[src/hw/mwd_pkg.sv]
// constants shared by the motion wake detector and its per-axis slice
// assumes a single 10 MHz clock domain and AXI4-Lite register access
package mwd_pkg;

  localparam int AXIS_N  = 3;
  localparam int SMP_W   = 12;
  localparam int DELTA_W = 11;
  localparam int FLD_W   = 6;
  localparam int ADDR_W  = 8;
  localparam int DATA_W  = 32;

  // printed offsets are indices; byte address is four times the index
  localparam int IDX_AXIS_CTRL = 'h10;
  localparam int IDX_THR_CTRL  = 'h13;
  localparam int IDX_CFG       = 'h14;
  localparam int IDX_STATUS    = 'h15;
  localparam logic [ADDR_W-1:0] ADDR_AXIS_CTRL = ADDR_W'(IDX_AXIS_CTRL * 4);
  localparam logic [ADDR_W-1:0] ADDR_THR_CTRL  = ADDR_W'(IDX_THR_CTRL * 4);
  localparam logic [ADDR_W-1:0] ADDR_CFG       = ADDR_W'(IDX_CFG * 4);
  localparam logic [ADDR_W-1:0] ADDR_STATUS    = ADDR_W'(IDX_STATUS * 4);

  // field positions
  localparam int PD_LSB        = 4;
  localparam int THR_MODE_BIT  = 7;
  localparam int THR_COMB_BIT  = 6;
  localparam int CFG_RST_BIT   = 7;
  localparam int CFG_MUX_LSB   = 4;
  localparam int CFG_CNTEN_BIT = 3;
  localparam int CFG_SEL_LSB   = 0;
  localparam int ST_WATCH_BIT  = 0;
  localparam int ST_QUAL_LSB   = 1;
  localparam int ST_WAKE_BIT   = 4;

  // shadow selector codes; 3'h0 and 3'h4 select nothing
  localparam logic [2:0] SEL_THR_X = 3'h1;
  localparam logic [2:0] SEL_CNT_X = 3'h5;

  // reset values and field maxima
  localparam logic [2:0]       RST_PD    = 3'h0;
  localparam logic [2:0]       RST_SEL   = 3'h0;
  localparam logic [2:0]       RST_MUX   = 3'h0;
  localparam logic [FLD_W-1:0] RST_FIELD = 6'h00;
  localparam logic [FLD_W-1:0] FLD_MAX   = 6'h3f;
  localparam logic [DELTA_W-1:0] DELTA_MAX = 11'h7ff;

  localparam logic [1:0] RESP_OKAY   = 2'h0;
  localparam logic [1:0] RESP_SLVERR = 2'h2;

endpackage

[src/hw/mwd_axis_detect.sv]
// one axis of the motion wake detector: delta, window, threshold, counter
// assumes samples arrive on the same clock with a one-cycle valid strobe
`timescale 1ns/1ps
module mwd_axis_detect
  import mwd_pkg::*;
(
  input  wire logic             clock,
  input  wire logic             rst_n,
  input  wire logic             clkEn,
  input  wire logic             sampleValid,
  input  wire logic [SMP_W-1:0] sampleIn,
  input  wire logic             watchOn,
  input  wire logic             clearPulse,
  input  wire logic             baselineMode,
  input  wire logic [2:0]       windowSel,
  input  wire logic [FLD_W-1:0] threshold,
  input  wire logic [FLD_W-1:0] eventCount,
  input  wire logic             countEnable,
  output logic                  hitPulse,
  output logic                  qualified
);

  logic             refValid_ff;
  logic [SMP_W-1:0] ref_ff;
  logic [FLD_W-1:0] hitCnt_ff;
  logic             hit_ff;
  logic             qual_ff;
  logic [SMP_W:0]   diff;
  logic [SMP_W:0]   absDiff;
  logic [DELTA_W-1:0] delta;
  logic [DELTA_W-1:0] shifted;
  logic             over;
  logic             take;

  // delta = reference minus current, magnitude clamped to 11 bits
  always_comb begin
    diff    = {ref_ff[SMP_W-1], ref_ff} - {sampleIn[SMP_W-1], sampleIn};
    absDiff = diff[SMP_W] ? (~diff + 1'b1) : diff;
    delta   = (absDiff > {2'b00, DELTA_MAX}) ? DELTA_MAX
                                             : absDiff[DELTA_W-1:0];
    shifted = delta >> windowSel;
    // bits above the window count as exceeding it, so no event is lost
    over = (|shifted[DELTA_W-1:FLD_W]) ||
           (shifted[FLD_W-1:0] > threshold);
  end

  assign take = clkEn && watchOn && sampleValid && !clearPulse;

  // reference: previous sample, or first sample held as baseline
  always_ff @(posedge clock or negedge rst_n) begin
    if (!rst_n) begin
      refValid_ff <= 1'b0;
      ref_ff      <= '0;
    end else if (clkEn && clearPulse) begin
      refValid_ff <= 1'b0;
    end else if (take) begin
      refValid_ff <= 1'b1;
      if (!refValid_ff || !baselineMode) begin
        ref_ff <= sampleIn;
      end
    end
  end

  // hit counter saturates so a long burst never wraps to zero
  always_ff @(posedge clock or negedge rst_n) begin
    if (!rst_n) begin
      hitCnt_ff <= RST_FIELD;
      hit_ff    <= 1'b0;
      qual_ff   <= 1'b0;
    end else if (clkEn) begin
      hit_ff <= take && refValid_ff && over;
      if (clearPulse) begin
        hitCnt_ff <= RST_FIELD;
        qual_ff   <= 1'b0;
      end else if (take && refValid_ff && over) begin
        if (hitCnt_ff != FLD_MAX) begin
          hitCnt_ff <= hitCnt_ff + 1'b1;
        end
        if (!countEnable || hitCnt_ff >= eventCount) begin
          qual_ff <= 1'b1;
        end
      end
    end
  end

  assign hitPulse  = hit_ff;
  assign qualified = qual_ff;

endmodule

[src/hw/mwd_motion_wake_top.sv]
// motion wake detector: register file, three axis slices, wake combine
// assumes an AXI4-Lite master and samples on the same 10 MHz clock
//
// Added by the designer: the AXI4-Lite slave port.
`timescale 1ns/1ps
module mwd_motion_wake_top
  import mwd_pkg::*;
(
  input  wire logic              clock,
  input  wire logic              rst_n,
  input  wire logic              clkEn,
  input  wire logic [ADDR_W-1:0] awaddr,
  input  wire logic [2:0]        awprot,
  input  wire logic              awvalid,
  output logic                   awready,
  input  wire logic [DATA_W-1:0] wdata,
  input  wire logic [3:0]        wstrb,
  input  wire logic              wvalid,
  output logic                   wready,
  output logic [1:0]             bresp,
  output logic                   bvalid,
  input  wire logic              bready,
  input  wire logic [ADDR_W-1:0] araddr,
  input  wire logic [2:0]        arprot,
  input  wire logic              arvalid,
  output logic                   arready,
  output logic [DATA_W-1:0]      rdata,
  output logic [1:0]             rresp,
  output logic                   rvalid,
  input  wire logic              rready,
  input  wire logic              sampleValid,
  input  wire logic [SMP_W-1:0]  sampleX,
  input  wire logic [SMP_W-1:0]  sampleY,
  input  wire logic [SMP_W-1:0]  sampleZ,
  input  wire logic              watchMode,
  output logic                   wakeLevel,
  output logic                   wakeEvent
);

  // register map, byte addresses four times the printed index:
  //   axis control      bits 6:4 power down x, y, z (1 leaves the axis out)
  //   threshold control bit 7 delta method, bit 6 combine, bits 5:0 shadow
  //   configuration     bit 7 counter reset (reads 0), bits 6:4 window,
  //                     bit 3 count enable, bits 2:0 shadow selector
  //   status            bit 0 watch, bits 3:1 qualified x..z, bit 4 wake
  //   any other address answers slave error and has no effect
  // status is read only; its writes are accepted and ignored
  // data sits in byte lane 0; a write with wstrb[0] low changes nothing
  // but still answers okay, so a master that probes lanes sees no error
  //
  // timing from watch entry: the clear pulse lands one edge later, the
  // first sample after it only loads the reference, the next one can hit,
  // and the wake level and event follow one edge after qualification
  // with counting enabled, an axis needs count plus one hits, which need
  // not be consecutive; the hit counter stops at its top rather than wrap
  //
  // software-visible control state
  logic [2:0]       axisPd_ff;
  logic             deltaMethod_ff;
  logic             combineAnd_ff;
  logic [2:0]       shadowSel_ff;
  logic             countEn_ff;
  logic [2:0]       windowSel_ff;
  logic [FLD_W-1:0] thrField_ff [AXIS_N];
  logic [FLD_W-1:0] cntField_ff [AXIS_N];

  // bus response state
  logic              bvalid_ff;
  logic [1:0]        bresp_ff;
  logic              rvalid_ff;
  logic [1:0]        rresp_ff;
  logic [DATA_W-1:0] rdata_ff;

  // watch and wake state
  logic              watchPrev_ff;
  logic              clear_ff;
  logic              wake_ff;
  logic              wakeEvent_ff;

  logic              wrFire;
  logic              rdFire;
  logic              wrLane0;
  logic              rstRequest;
  logic [SMP_W-1:0]  sampleArr [AXIS_N];
  logic [AXIS_N-1:0] qualVec;
  logic [AXIS_N-1:0] hitVec;
  logic [AXIS_N-1:0] activeVec;
  logic              anyWake;
  logic              allWake;
  logic              nxt_wake;
  logic [FLD_W-1:0]  shadowRead;
  logic [DATA_W-1:0] nxt_rdata;
  logic [1:0]        nxt_rresp;

  // the bus side is a single-beat slave: address and data must arrive
  // together, and a response must be retired before the next is taken;
  // this costs a cycle per access but needs no holding registers for a
  // lone address or lone data beat
  // a write is taken only with address and data both present and no
  // response pending; clock enable gates the handshake so nothing slips
  // through while state is frozen
  assign wrFire  = clkEn && awvalid && wvalid && !bvalid_ff;
  assign awready = wrFire;
  assign wready  = wrFire;
  assign rdFire  = clkEn && arvalid && !rvalid_ff;
  assign arready = rdFire;
  assign wrLane0 = wstrb[0];

  assign bvalid = bvalid_ff;
  assign bresp  = bresp_ff;
  assign rvalid = rvalid_ff;
  assign rresp  = rresp_ff;
  assign rdata  = rdata_ff;

  // self-clearing counter reset through the configuration register
  assign rstRequest = wrFire && wrLane0 && (awaddr == ADDR_CFG) &&
                      wdata[CFG_RST_BIT];

  // axis control: only the power-down field is kept
  // the other fields of that register belong to rate logic outside here
  always_ff @(posedge clock or negedge rst_n) begin
    if (!rst_n) begin
      axisPd_ff <= RST_PD;
    end else if (wrFire && wrLane0 && awaddr == ADDR_AXIS_CTRL) begin
      axisPd_ff <= wdata[PD_LSB +: 3];
    end
  end

  // threshold control: mode bits stored here, low bits go to shadows
  // the low six bits of the same write go to the shadow fields below
  always_ff @(posedge clock or negedge rst_n) begin
    if (!rst_n) begin
      deltaMethod_ff <= 1'b0;
      combineAnd_ff  <= 1'b0;
    end else if (wrFire && wrLane0 && awaddr == ADDR_THR_CTRL) begin
      deltaMethod_ff <= wdata[THR_MODE_BIT];
      combineAnd_ff  <= wdata[THR_COMB_BIT];
    end
  end

  // configuration: selector, count enable and window select
  // the reset bit is not stored; it only raises the clear pulse below
  always_ff @(posedge clock or negedge rst_n) begin
    if (!rst_n) begin
      shadowSel_ff <= RST_SEL;
      countEn_ff   <= 1'b0;
      windowSel_ff <= RST_MUX;
    end else if (wrFire && wrLane0 && awaddr == ADDR_CFG) begin
      shadowSel_ff <= wdata[CFG_SEL_LSB +: 3];
      countEn_ff   <= wdata[CFG_CNTEN_BIT];
      windowSel_ff <= wdata[CFG_MUX_LSB +: 3];
    end
  end

  // an array of samples lets the generate loop index the axes
  assign sampleArr[0] = sampleX;
  assign sampleArr[1] = sampleY;
  assign sampleArr[2] = sampleZ;

  // per-axis shadow storage and detector slice
  for (genvar a = 0; a < AXIS_N; a++) begin : gAxis
    localparam logic [2:0] SelThr = SEL_THR_X + 3'(a);
    localparam logic [2:0] SelCnt = SEL_CNT_X + 3'(a);

    // shadow write lands only in the field the selector points at
    // a write with selector 0 or 4 matches no field and is dropped
    always_ff @(posedge clock or negedge rst_n) begin
      if (!rst_n) begin
        thrField_ff[a] <= RST_FIELD;
        cntField_ff[a] <= RST_FIELD;
      end else if (wrFire && wrLane0 && awaddr == ADDR_THR_CTRL) begin
        if (shadowSel_ff == SelThr) begin
          thrField_ff[a] <= wdata[FLD_W-1:0];
        end
        if (shadowSel_ff == SelCnt) begin
          cntField_ff[a] <= wdata[FLD_W-1:0];
        end
      end
    end

    // every slice shares mode, window and enable; only limits differ
    mwd_axis_detect uDetect (
      .clock        (clock),
      .rst_n        (rst_n),
      .clkEn        (clkEn),
      .sampleValid  (sampleValid),
      .sampleIn     (sampleArr[a]),
      .watchOn      (watchMode),
      .clearPulse   (clear_ff),
      .baselineMode (deltaMethod_ff),
      .windowSel    (windowSel_ff),
      .threshold    (thrField_ff[a]),
      .eventCount   (cntField_ff[a]),
      .countEnable  (countEn_ff),
      .hitPulse     (hitVec[a]),
      .qualified    (qualVec[a])
    );
  end

  // watch entry or a software reset clears references and counters;
  // registered so the slices see one clean cycle of clear
  // a reset-bit write and a watch entry in one cycle give one clear
  always_ff @(posedge clock or negedge rst_n) begin
    if (!rst_n) begin
      watchPrev_ff <= 1'b0;
      clear_ff     <= 1'b0;
    end else if (clkEn) begin
      watchPrev_ff <= watchMode;
      clear_ff     <= (watchMode && !watchPrev_ff) || rstRequest;
    end
  end

  // combine only axes that are not powered down; with none active the
  // and-mode never fires, since there is nothing to agree
  // the or-mode ignores powered-down axes because their qualified bits
  // are masked; the and-mode treats them as agreeing, so removing an
  // axis never blocks the others
  always_comb begin
    activeVec = ~axisPd_ff;
    anyWake   = |(qualVec & activeVec);
    allWake   = (&(qualVec | ~activeVec)) && (|activeVec);
    nxt_wake  = watchMode && (combineAnd_ff ? allWake : anyWake);
  end

  // wake level is sticky until the next clear; event is one cycle
  // a level plus a pulse lets polling software and edge logic share it
  always_ff @(posedge clock or negedge rst_n) begin
    if (!rst_n) begin
      wake_ff      <= 1'b0;
      wakeEvent_ff <= 1'b0;
    end else if (clkEn) begin
      if (clear_ff) begin
        wake_ff      <= 1'b0;
        wakeEvent_ff <= 1'b0;
      end else begin
        wake_ff      <= wake_ff || nxt_wake;
        wakeEvent_ff <= nxt_wake && !wake_ff;
      end
    end
  end

  assign wakeLevel = wake_ff;
  assign wakeEvent = wakeEvent_ff;

  // write response: unmapped addresses answer slave error
  // every mapped offset answers okay, status too, though its writes drop
  always_ff @(posedge clock or negedge rst_n) begin
    if (!rst_n) begin
      bvalid_ff <= 1'b0;
      bresp_ff  <= RESP_OKAY;
    end else if (clkEn) begin
      if (wrFire) begin
        bvalid_ff <= 1'b1;
        if (awaddr == ADDR_AXIS_CTRL) begin
          bresp_ff <= RESP_OKAY;
        end else if (awaddr == ADDR_THR_CTRL) begin
          bresp_ff <= RESP_OKAY;
        end else if (awaddr == ADDR_CFG) begin
          bresp_ff <= RESP_OKAY;
        end else if (awaddr == ADDR_STATUS) begin
          bresp_ff <= RESP_OKAY;
        end else begin
          bresp_ff <= RESP_SLVERR;
        end
      end else if (bready) begin
        bvalid_ff <= 1'b0;
      end
    end
  end

  // shadow readback follows the selector; none reads as zero
  always_comb begin
    shadowRead = RST_FIELD;
    for (int i = 0; i < AXIS_N; i++) begin
      if (shadowSel_ff == SEL_THR_X + 3'(i)) begin
        shadowRead = thrField_ff[i];
      end
      if (shadowSel_ff == SEL_CNT_X + 3'(i)) begin
        shadowRead = cntField_ff[i];
      end
    end
  end

  // read decode; reserved bits and the reset bit read as zero
  // unmapped reads return zero data along with the slave error
  always_comb begin
    nxt_rdata = '0;
    nxt_rresp = RESP_OKAY;
    if (araddr == ADDR_AXIS_CTRL) begin
      nxt_rdata[PD_LSB +: 3] = axisPd_ff;
    end else if (araddr == ADDR_THR_CTRL) begin
      nxt_rdata[THR_MODE_BIT] = deltaMethod_ff;
      nxt_rdata[THR_COMB_BIT] = combineAnd_ff;
      nxt_rdata[FLD_W-1:0]    = shadowRead;
    end else if (araddr == ADDR_CFG) begin
      nxt_rdata[CFG_SEL_LSB +: 3] = shadowSel_ff;
      nxt_rdata[CFG_CNTEN_BIT]    = countEn_ff;
      nxt_rdata[CFG_MUX_LSB +: 3] = windowSel_ff;
    end else if (araddr == ADDR_STATUS) begin
      nxt_rdata[ST_WATCH_BIT]      = watchMode;
      nxt_rdata[ST_QUAL_LSB +: 3]  = qualVec;
      nxt_rdata[ST_WAKE_BIT]       = wake_ff;
    end else begin
      nxt_rresp = RESP_SLVERR;
    end
  end

  // read data is captured at the address handshake and held until taken
  // capturing there keeps rdata stable if status moves while the master
  // is slow to raise rready
  always_ff @(posedge clock or negedge rst_n) begin
    if (!rst_n) begin
      rvalid_ff <= 1'b0;
      rresp_ff  <= RESP_OKAY;
      rdata_ff  <= '0;
    end else if (clkEn) begin
      if (rdFire) begin
        rvalid_ff <= 1'b1;
        rresp_ff  <= nxt_rresp;
        rdata_ff  <= nxt_rdata;
      end else if (rready) begin
        rvalid_ff <= 1'b0;
      end
    end
  end

endmodule

[config.mk]
export PLATFORM = sky130hd
export DESIGN_NAME = mwd_motion_wake_top
export DESIGN_NICKNAME = d
export VERILOG_FILES = /design/src/hw/mwd_pkg.sv /design/src/hw/mwd_axis_detect.sv /design/src/hw/mwd_motion_wake_top.sv
export SDC_FILE = /design/constraint.sdc
export NUM_CORES = 1
export LEC_CHECK = 0
export ABC_AREA = 1
export BUFFER_PORTS_ARGS = -buffer_cell sky130_fd_sc_hd__buf_2
export CELL_PAD_IN_SITES_DETAIL_PLACEMENT = 1
export CELL_PAD_IN_SITES_GLOBAL_PLACEMENT = 2
export CORE_MARGIN = 2
export CORE_UTILIZATION = 33
export CTS_BUF_LIST = sky130_fd_sc_hd__clkbuf_8
export CTS_CLUSTER_SIZE = 25
export DETAILED_ROUTE_END_ITERATION = 16
export GPL_TIMING_DRIVEN = 1
export MAX_ROUTING_LAYER = met4
export PLACE_DENSITY = 0.88
export SLEW_MARGIN = 20
export SYNTH_ARGS = -nofsm -noshare
export SYNTH_HDL_FRONTEND = slang
export SYNTH_SLANG_ARGS = --single-unit
[constraint.sdc]
create_clock -name clock -period 5.2 [get_ports clock]
set_clock_uncertainty 0.05 [all_clocks]
set_input_delay 0.26 -clock clock [delete_from_list [all_inputs] [get_ports clock]]
set_output_delay 0.26 -clock clock [all_outputs]
set_load 0.005 [all_outputs]
# --- After elaboration in Yosys (flattened, before gate mapping) ---
# Cells that the tools add are included.
totals:
  elab_cells: 206
  regBits: 124
  out_inout_bits: 43
classes:
  shift: 3
  n_bitwise: 8
  eq_ne: 17
  n_reduce_logical: 74
  addsub: 9
  order_cmp: 9
  mux: 55
op_table:
  columns: ["operator", "n"]
  rows:
  - ["two-way mux 6 bit", 15]
  - ["== test 8 x 7 -> 1 bit (second input constant)", 8]
  - ["adder 13 x 1 -> 13 bit (second input constant)", 3]
  - ["> comparator 13 x 11 -> 1 bit (second input constant)", 3]
  - ["two-way mux 13 bit", 3]
  - ["inverter 13 bit", 3]
  - ["subtractor 12 x 12 -> 13 bit", 3]
  - ["two-way mux 11 bit", 3]
  - [">> shifter 11 x 3 -> 11 bit", 3]
  - ["AND reduction 3 bit", 8]
  - ["nonzero test 2 bit", 12]
  - ["logical AND 1 bit", 22]
  - ["two-way mux 1 bit", 20]
  - ["AND reduction 2 bit", 10]
  - ["adder 6 x 1 -> 6 bit (second input constant)", 3]
  - ["greater-or-equal comparator 6 bit", 3]
  - ["> comparator 6 bit", 3]
  - ["two-way mux 2 bit", 9]
  - ["!= test 6 bit (second input constant)", 3]
  - ["OR reduction 5 bit", 3]
  - ["two-way mux 5 bit", 2]
  - ["== test 3 bit (second input constant)", 3]
  - ["logical OR 1 bit", 9]
  - ["logical NOT 1 bit", 8]
  - ["other kinds (10)", 13]

# --- Logic depth before layout (Yosys ltp) ---
# Gate-level depths: netlist of run 1.
logic_depth:
  ltp_word: 12
  ltp_mapped: 39
  depth_no_buf: 38

# --- Cells and area by module ---
# From an unflattened synthesis of run 1, not the netlist that was laid out.
hier_totals:
  cells_unflattened: 1722
  hier_area_um2: 11672.4
modules_own_cells:
  columns: ["module", "area_per_inst_um2", "seq_area_each_um2", "cells_each", "instances"]
  rows:
  - ["mwd_axis_detect", 2761.4, 525.5, 426, 3]
  - ["mwd_motion_wake_top", 3388.2, 1601.5, 444, 1]

# --- Least setup slack after synthesis of run 1 ---
# Ideal clock, no wire load.
synth_path:
  path_kind: "reg-to-reg"
  start: "register gAxis[2].uDetect.ref_ff[0]"
  end: "register gAxis[2].uDetect.hitCnt_ff[3]"
  path_slack_ps: 1046
  synth_period_minus_slack_ps: 4154
  t_arrival_ps: 4036
  path_buffers: 1
  required_time_ps: 5083
  path_stages_with_launch: 35
  path_cell_list: "dfrtp_1 > inv_1 > ha_1 > fa_1 > ha_1 > a21boi_0 > nand3_1 > nor2_1 > nand3_1 > nor2_1 > nand2_1 > nand3_2 > nand2_4 > buf_6 > nand2_1 > o21ai_0 > nand2_1 > o21ai_0 > o21ai_0 > ha_1 > inv_1 > o21bai_1 > a21oi_1 > nor2_1 > o21a_1 > o21a_1 > o22ai_1 > nand2_1 > inv_1 > nand2_1 > nand2_2 > nand2_4 > nand2_4 > nand2_1 > nand2_1"
synth_via:
  elab_chain_len: 12
  word_cells_on_any_way: 13
  cone_classes: "add/sub (2); order compare (2); shift (1); mux (2); bitwise (1); reduce/logical (5)"
synth_rtl:
  columns: ["item", "line", "rtl"]
  rows:
  - ["from (decl)", "mwd_axis_detect.sv:24", "logic [SMP_W-1:0] ref_ff;"]
  - ["from (signal assigned)", "mwd_axis_detect.sv:59", "ref_ff <= sampleIn;"]
  - ["subtractor 12 x 12 -> 13 bit *", "mwd_axis_detect.sv:37", "diff = {ref_ff[SMP_W-1], ref_ff} - {sampleIn[SMP_W-1], sampleIn};"]
  - ["inverter 13 bit", "mwd_axis_detect.sv:38", "absDiff = diff[SMP_W] ? (~diff + 1'b1) : diff;"]
  - ["adder 13 x 1 -> 13 bit", "mwd_axis_detect.sv:38", null]
  - ["two-way mux 13 bit *", "mwd_axis_detect.sv:38", null]
  - ["> comparator 13 x 11 -> 1 bit", "mwd_axis_detect.sv:39", "delta = (absDiff > {2'b00, DELTA_MAX}) ? DELTA_MAX"]
  - ["two-way mux 11 bit *", "mwd_axis_detect.sv:39", null]
  - [">> shifter 11 x 3 -> 11 bit *", "mwd_axis_detect.sv:41", "shifted = delta >> windowSel;"]
  - ["> comparator 6 bit / OR reduction 5 bit (equally long branches)", "mwd_axis_detect.sv:44, mwd_axis_detect.sv:43", null]
  - ["logical OR 1 bit *", "mwd_axis_detect.sv:43", "over = (|shifted[DELTA_W-1:FLD_W]) ||"]
  - ["logical AND 1 bit *", null, null]
  - ["nonzero test 2 bit (no source line) *", null, null]
  - ["AND reduction 3 bit (no source line) *", null, null]
  - ["to (signal assigned)", "mwd_axis_detect.sv:77", "hitCnt_ff <= hitCnt_ff + 1'b1;"]
  - ["to (decl)", "mwd_axis_detect.sv:25", "logic [FLD_W-1:0] hitCnt_ff;"]
# Mark *: on every way between the ends. The rest lies on a longest branch, timed or not.
# A chain may end at the register's enable or synchronous reset.

# --- Worst setup path after layout of run 1 ---
layout_path:
  start: "input port sampleX[0]"
  end: "register gAxis[0].uDetect.hitCnt_ff[4]"
layout_via:
  elab_chain_len: 12
  word_cells_on_any_way: 13
  cone_classes: "add/sub (2); order compare (2); shift (1); mux (2); bitwise (1); reduce/logical (5)"
layout_rtl:
  columns: ["item", "line", "rtl"]
  rows:
  - ["from (decl)", "mwd_motion_wake_top.sv:32", "input wire logic [SMP_W-1:0] sampleX,"]
  - ["subtractor 12 x 12 -> 13 bit *", "mwd_axis_detect.sv:37", null]
  - ["inverter 13 bit", "mwd_axis_detect.sv:38", null]
  - ["adder 13 x 1 -> 13 bit", "mwd_axis_detect.sv:38", null]
  - ["two-way mux 13 bit *", "mwd_axis_detect.sv:38", null]
  - ["> comparator 13 x 11 -> 1 bit", "mwd_axis_detect.sv:39", null]
  - ["two-way mux 11 bit *", "mwd_axis_detect.sv:39", null]
  - [">> shifter 11 x 3 -> 11 bit *", "mwd_axis_detect.sv:41", null]
  - ["> comparator 6 bit / OR reduction 5 bit (equally long branches)", "mwd_axis_detect.sv:44, mwd_axis_detect.sv:43", null]
  - ["logical OR 1 bit *", "mwd_axis_detect.sv:43", null]
  - ["logical AND 1 bit *", null, null]
  - ["nonzero test 2 bit (no source line) *", null, null]
  - ["AND reduction 3 bit (no source line) *", null, null]
  - ["to (signal assigned)", "mwd_axis_detect.sv:77", null]
  - ["to (decl)", "mwd_axis_detect.sv:25", null]
# Marked as above.

==> impl_metrics.py, run 1 <==
metrics = {
    "clock_network": {
        "cts_root_buffer": "clkbuf_8",
        "cts_made_buffers": 17,
        "clk_latency_ps": 490,
        "cts_max_path_buffers": 2,
        "htree_levels": 4,
        "cts.sinks": 122,
        "tritoncts": "yes",
        "clk_pin_slew_ps": 90,
    },
    "synthesis": {
        "synth.avg_cell_area_um2": 6.62,
        "synth_seq_cells": 122,
        "ys_seq_area_share_pct": 28.3,
        "ys_dominant_reg_cell": "dfrtp_1",
        "syn_area_mm2": 0.0108,
        "yosysWarnings": 0,
        "syn_inst": 1630,
        "async_flop_share_pct": 100,
        "synth_edf_count": 0,
        "yosysUniqueCellTypes": 46,
    },
    "global_routing": {
        "grt_use_total_pct": 19.5,
        "grt_max_degree": 60,
        "grt_pass1_wl_mm": 52.3,
        "antenna_found_initial": 0,
        "grt_overflow": 0,
        "grt_pass1_vias": 10800,
    },
    "die": {
        "pin_count": 147,
        "std_cell_rows": 66,
        "initial_core_util_pct": 33.3,
        "die_h_um": 185,
        "fp.dieW_um": 185,
        "coreArea_mm2": 0.0324,
        "dieArea_mm2": 0.0342,
    },
    "hold_path": {
        "min_to": "gAxis[2].uDetect.ref_ff[6]",
        "hold_path.startpoint": "sampleZ[6]",
        "min_path_type": "input port to flop",
        "whs_path_depth": 3,
    },
    "timing": {
        "setup_viol_count_final": 0,
        "post-route-min-period_ps": 4800,
        "worst_pin_slew_ps": 1120,
        "post-route-period-util_pct": 92.4,
        "maxSlewHeadroom_pct": 25.5,
        "fmax_mhz": 208,
        "drv_slew": 0,
        "final_hold_viol_count": 0,
    },
    "placement": {
        "gp_congestion": 0.828,
        "dpl.hpwl_mm": 23.8,
        "port_buffers": 87,
    },
    "routing": {
        "wire_per_inst_um": 14.4,
        "routed_wl_mm": 31.6,
        "drtAntennaViolNets": 0,
        "drt_iter0_drc": 444,
        "avgViaCountPerCell": 4.89,
        "firstDrtPassIters": 5,
        "drc": 0,
        "num_vias": 10700,
    },
    "setup_path": {
        "r2r_end": "gAxis[2].uDetect.hitCnt_ff[0]",
        "r2r_slack_ps": 470,
        "timing_worst_setup_path_type": "input port to flop",
        "crit_path_max_incr_delay_ps": 540,
        "r2r_start": "gAxis[2].uDetect.ref_ff[0]",
        "critPathArrivalTime_ps": 5130,
        "cpMaxStageDelayCell": "dlygate4sd3_1",
        "crit_path_frequent_cell": "nand2_1",
        "cp-start-kind": "input port",
        "crit_path_end_kind": "flop",
        "crit_start": "sampleX[0]",
        "required_ps": 5530,
        "cp_max_fo": 5,
        "r2r_cells": 33,
    },
    "power_and_ir_drop": {
        "leakagePower_nw": 6.45,
        "power_density_mw_per_mm2": 363,
        "power.total_mw": 4.50,
        "vdd_drop_max_mv": 0.163,
    },
    "final_layout": {
        "final_common_cell": "nand2_1",
        "drive_above_1_share_pct": 12.6,
        "multiInputGateArea_mm2": 0.00668,
        "most-common-layout-cells": "nand2_1 (458), inv_1 (226), nand3_1 (141)",
        "num_antenna_cells": 0,
        "areaGrowthSynthToFinish_pct": 14.9,
        "fillCellCount": 4296,
        "num-nets-final": 1928,
        "final_core_util_pct": 38.3,
        "seqCellArea_mm2": 0.00305,
    },
    "status": {
        "status": "finished clean",
    },
    "job": {
        "timing.max_cap.violations": 0,
    },
}
[per-layer routing]
layer | global-route usage, % | wire, um
met1 | 24.7 | 15000
met5 | - | 0
met2 | 33.1 | 15200
met4 | 3.87 | 301
met3 | 3.07 | 1100
[timing repair]
action,CTS,global route
endpoints found under the setup margin,0,21
gates resized for setup,0,39
setup buffers,0,9
hold buffers,29,0
hold endpoints to repair,64,0
[synthesized netlist by cell type (24+ instances only)]
library cell,n,area share [%]
nand2_1,461,16
inv_1,228,7.9
nand3_1,142,6.6
o21ai_0,142,6.6
dfrtp_1,122,28
nor2_1,117,4.1
ha_1,78,9.0
a21oi_1,57,2.6
buf_4,29,2.0
xor2_1,29,2.4
clkbuf_1,25,0.87
nand2_2,24,1.4
[final cells by class]
type                            count  share of cell area, %
Timing Repair Buffer              133                   6.90
Tap cell                          442                   4.46
Sequential cell                   122                   24.6
Inverter                          233                   7.05
Multi-Input combinational cell   1236                   53.9
Clock buffer                       17                   1.89
Clock inverter                     14                   1.18
[where the power goes]
part | internal [mW] | total (mW) | switching, mW
Clock | 0.424 | 0.876 | 0.452
Sequential | 1.06 | 1.16 | 0.102
Combinational | 0.939 | 2.46 | 1.52
[worst max path at each step]
stage                                               end  slack, ps  cells after the start
after floorplan           gAxis[2].uDetect.hitCnt_ff[3]       1050                     34
after global placement    gAxis[2].uDetect.hitCnt_ff[3]        280                     35
after detailed placement  gAxis[2].uDetect.hitCnt_ff[4]        190                     37
after CTS                 gAxis[2].uDetect.hitCnt_ff[0]        210                     33
after global routing      gAxis[0].uDetect.hitCnt_ff[1]        -10                     35
final                     gAxis[0].uDetect.hitCnt_ff[4]        400                     33
[critical path: cells and delay by family]
family                     cells  cell delay (ps)
adders and majority gates      4             1180
and+or+nand+nor               18             1850
AOI/OAI and AO/OA              5              670
buffers and inverters          6             1140
[sequential cells by signal (all words and copies together) (netlist names), 3 cells and up]
register / flops
axisPd_ff: 3
cntField_ff: 18
gAxis.uDetect.hitCnt_ff: 18
gAxis.uDetect.qualified: 3
gAxis.uDetect.ref_ff: 36
rdata: 8
shadowSel_ff: 3
thrField_ff: 18
windowSel_ff: 3
[cells by family (layout without fill, tap and decap cells)]
kind of cell,after synthesis,after routing,share of synthesized area [%]
AOI/OAI and AO/OA,277,277,14.6
buffers and inverters,301,397,11.7
adders and majority gates,81,81,9.60
other,1,26,0.0347
DFF,122,122,28.3
xor gates and xnor gates,36,36,3.06
and+or+nand+nor,812,816,32.7
[metrics by stage]
| step | std cells | TNS [ps] | setup slack (ps) | cell area [um2] | hold slack [ps] |
|---|---|---|---|---|---|
| floorplan | 1655 | 0 | 1050 | 10900 | -85.6 |
| global placement | 2124 | 0 | 276 | 11500 | 240 |
| detailed placement | 2124 | 0 | 192 | 11500 | 251 |
| CTS | 2184 | 0 | 209 | 12200 | 3.64 |
| global route | 2197 | -33.3 | -14.1 | 12400 | 15.7 |
| finish | 2197 | 0 | 396 | 12400 | 26.2 |
Note: power is estimated with default switching activity, not from simulation.
==> inputs of run 2 (changes only) <==
--- a/config.mk
+++ b/config.mk
@@ -12,3 +12,3 @@
 export CORE_MARGIN = 2
-export CORE_UTILIZATION = 33
+export CORE_UTILIZATION = 36
 export CTS_BUF_LIST = sky130_fd_sc_hd__clkbuf_8
@@ -18,3 +18,3 @@
 export MAX_ROUTING_LAYER = met4
-export PLACE_DENSITY = 0.88
+export PLACE_DENSITY = 0.94
 export SLEW_MARGIN = 20
==> constraint.sdc (replaced) <==
create_clock -name clock -period 6.05 [get_ports clock]
set_clock_uncertainty 0.05 [all_clocks]
set_input_delay 1.21 -clock clock [delete_from_list [all_inputs] [get_ports clock]]
set_output_delay 1.21 -clock clock [all_outputs]
set_load 0.005 [all_outputs]
==> impl_metrics.py, run 2 (same netlist as run 1, synthesis figures left out) <==
metrics = {
    "status": {
        "status": "finished clean",
    },
    "clock_network": {
        "tritoncts": "yes",
        "cts_made_buffers": 17,
        "post_cts_resized": 0,
        "clk_pin_slew_ps": 80,
        "cts.sinks": 122,
        "cts_setup_buffers": 0,
        "cts_hold_buf": 0,
        "htree_levels": 4,
        "clk_latency_ps": 460,
        "cts_max_path_buffers": 2,
        "cts_root_buffer": "clkbuf_8",
    },
    "routing": {
        "drt_iter0_drc": 469,
        "drtAntennaViolNets": 0,
        "drc": 0,
        "firstDrtPassIters": 4,
        "avgViaCountPerCell": 5.03,
        "num_vias": 10600,
        "routed_wl_mm": 30.0,
        "wire_per_inst_um": 14.3,
    },
    "final_layout": {
        "drive_above_1_share_pct": 10.9,
        "regMostFlops": "gAxis.uDetect.ref_ff",
        "fillCellCount": 3956,
        "largest_reg_flops": 36,
        "most-common-layout-cells": "nand2_1 (461), inv_1 (228), nand3_1 (142), o21ai_0 (142), dfrtp_1 (122)",
        "final_common_cell": "nand2_1",
        "fin_cells": 2104,
        "num-nets-final": 1885,
        "areaGrowthSynthToFinish_pct": 10.4,
    },
    "timing": {
        "drv_slew": 0,
        "setup_viol_count_final": 0,
        "maxSlewHeadroom_pct": 31.1,
        "rsz0062_at_grt": "no",
        "worst_pin_slew_ps": 1030,
        "post-route-period-util_pct": 91.2,
        "finalSetupTns_ps": 0,
        "fmax_mhz": 181,
        "final_hold_viol_count": 0,
        "post-route-min-period_ps": 5520,
    },
    "power_and_ir_drop": {
        "pwr-share-seq_pct": 26.2,
        "leakagePower_nw": 6.27,
        "internal_power_mw": 2.07,
        "vdd_drop_max_mv": 0.131,
        "power_density_mw_per_mm2": 321,
        "p_clk_share_pct": 22.2,
        "power_switching_mw": 1.76,
        "power.total_mw": 3.83,
        "power.share.combinational_pct": 51.6,
        "p_sw_share_pct": 45.9,
    },
    "setup_path": {
        "r2r_start": "gAxis[2].uDetect.ref_ff[0]",
        "crit_path_frequent_cell": "nand2_1",
        "cp_top_family": "simple AND/OR/NAND/NOR gates",
        "timing_worst_setup_path_type": "input port to flop",
        "cp-start-kind": "input port",
        "crit_path_max_incr_delay_ps": 570,
        "crit_start": "sampleZ[0]",
        "path_buf_inv": 3,
        "required_ps": 6400,
        "cp_max_fo": 16,
        "cpMaxStageDelayCell": "fa_1",
        "r2r_cells": 33,
        "path_depth": 33,
        "critPathArrivalTime_ps": 5870,
        "crit_path_end_kind": "flop",
    },
    "die": {
        "die_h_um": 177,
        "std_cell_rows": 63,
        "fp.dieW_um": 177,
        "initial_core_util_pct": 36.5,
        "coreArea_mm2": 0.0296,
        "dieArea_mm2": 0.0314,
        "pin_count": 147,
    },
    "hold_path": {
        "hold_path.startpoint": "thrField_ff[14]",
        "whs_path_depth": 2,
        "min_path_type": "flop to flop",
    },
    "job": {
        "timing.max_cap.violations": 0,
    },
    "global_routing": {
        "antenna_found_initial": 1,
        "grt_overflow": 0,
        "grt_max_degree": 73,
        "grt_pass1_wl_mm": 51.9,
        "grt_use_total_pct": 20.7,
        "grt_pass1_vias": 11100,
    },
    "placement": {
        "gp_congestion": 0.881,
        "dpl.hpwl_mm": 23.2,
        "port_buffers": 87,
        "post-place-cells": 2071,
    },
}
run 2: cell count changes in the layout (fill, tap and decap cells not counted), moves of 3 or more:
cell | before | now
buf_4 | 18 | 8
clkinv_2 | 4 | 0
dlygate4sd3_1 | 29 | 0
inv_8 | 0 | 4
nand2_1 | 458 | 461
nand2_2 | 28 | 24
nand2_4 | 10 | 7
nor2_1 | 111 | 117
nor2_2 | 12 | 6
o21ai_0 | 130 | 142
o21ai_1 | 6 | 1
o21ai_2 | 7 | 0
run 2: worst register-to-register path: cells and delay by family, from the launching register on:
family	cells	cell delay [ps]
adders and majority gates	4	1270
and+or+nand+nor	17	1760
DFF	1	330
AOI/OAI and AO/OA	9	1390
buffers and inverters	3	160
run 2: per-stage QoR:
| step | hold slack [ps] | instance area (um2) | setup slack (ps) | utilization, % |
|---|---|---|---|---|
| after floorplan | 403 | 10900 | 1020 | - |
| after global placement | 412 | 11500 | 222 | 38.8 |
| after detailed placement | 418 | 11500 | -6.44 | 38.8 |
| after CTS | 440 | 11900 | 477 | 40.3 |
| after global routing | 476 | 11900 | 5.04 | 40.3 |
| final | 437 | 11900 | 530 | 40.3 |
run 2: power by group through the flow:
stage | registers [mW] | clock network [mW] | logic [mW]
floorplan | 0.992 | 0 | 1.58
global placement | 1.01 | 0 | 1.90
detailed placement | 1.02 | 0 | 1.99
CTS | 1.00 | 0.873 | 2.01
global route | 1.02 | 0.901 | 2.32
finish | 1.00 | 0.848 | 1.98
run 2: cell type report:
| class | instances | area (um2) | area share, % |
|---|---|---|---|
| flip-flops and latches | 122 | 3050 | 25.6 |
| multi-input cells | 1232 | 6570 | 55.1 |
| clock buffers | 17 | 234 | 1.96 |
| inverters | 233 | 875 | 7.34 |
| clock inverters | 15 | 204 | 1.71 |
| well taps | 390 | 488 | 4.10 |
| repair buffers | 94 | 490 | 4.12 |
| diodes | 1 | 2.50 | 0.0210 |
run 2: worst paths after layout:
path	end	slack [ps]
max reg2reg	gAxis[2].uDetect.hitCnt_ff[2]	1050
min reg2reg	thrField_ff[14]	440
min	thrField_ff[14]	440
max in group asynchronous	cntField_ff[8]	4210
max	gAxis[2].uDetect.hitCnt_ff[2]	530
min in group asynchronous	gAxis[1].uDetect.ref_ff[8]	680
run 2: layer usage:
metal	wire [um]	GRT usage (%)
met1	13900	24.8
met2	14900	37.1
met3	903	2.43
met4	352	4.75
met5	0	-
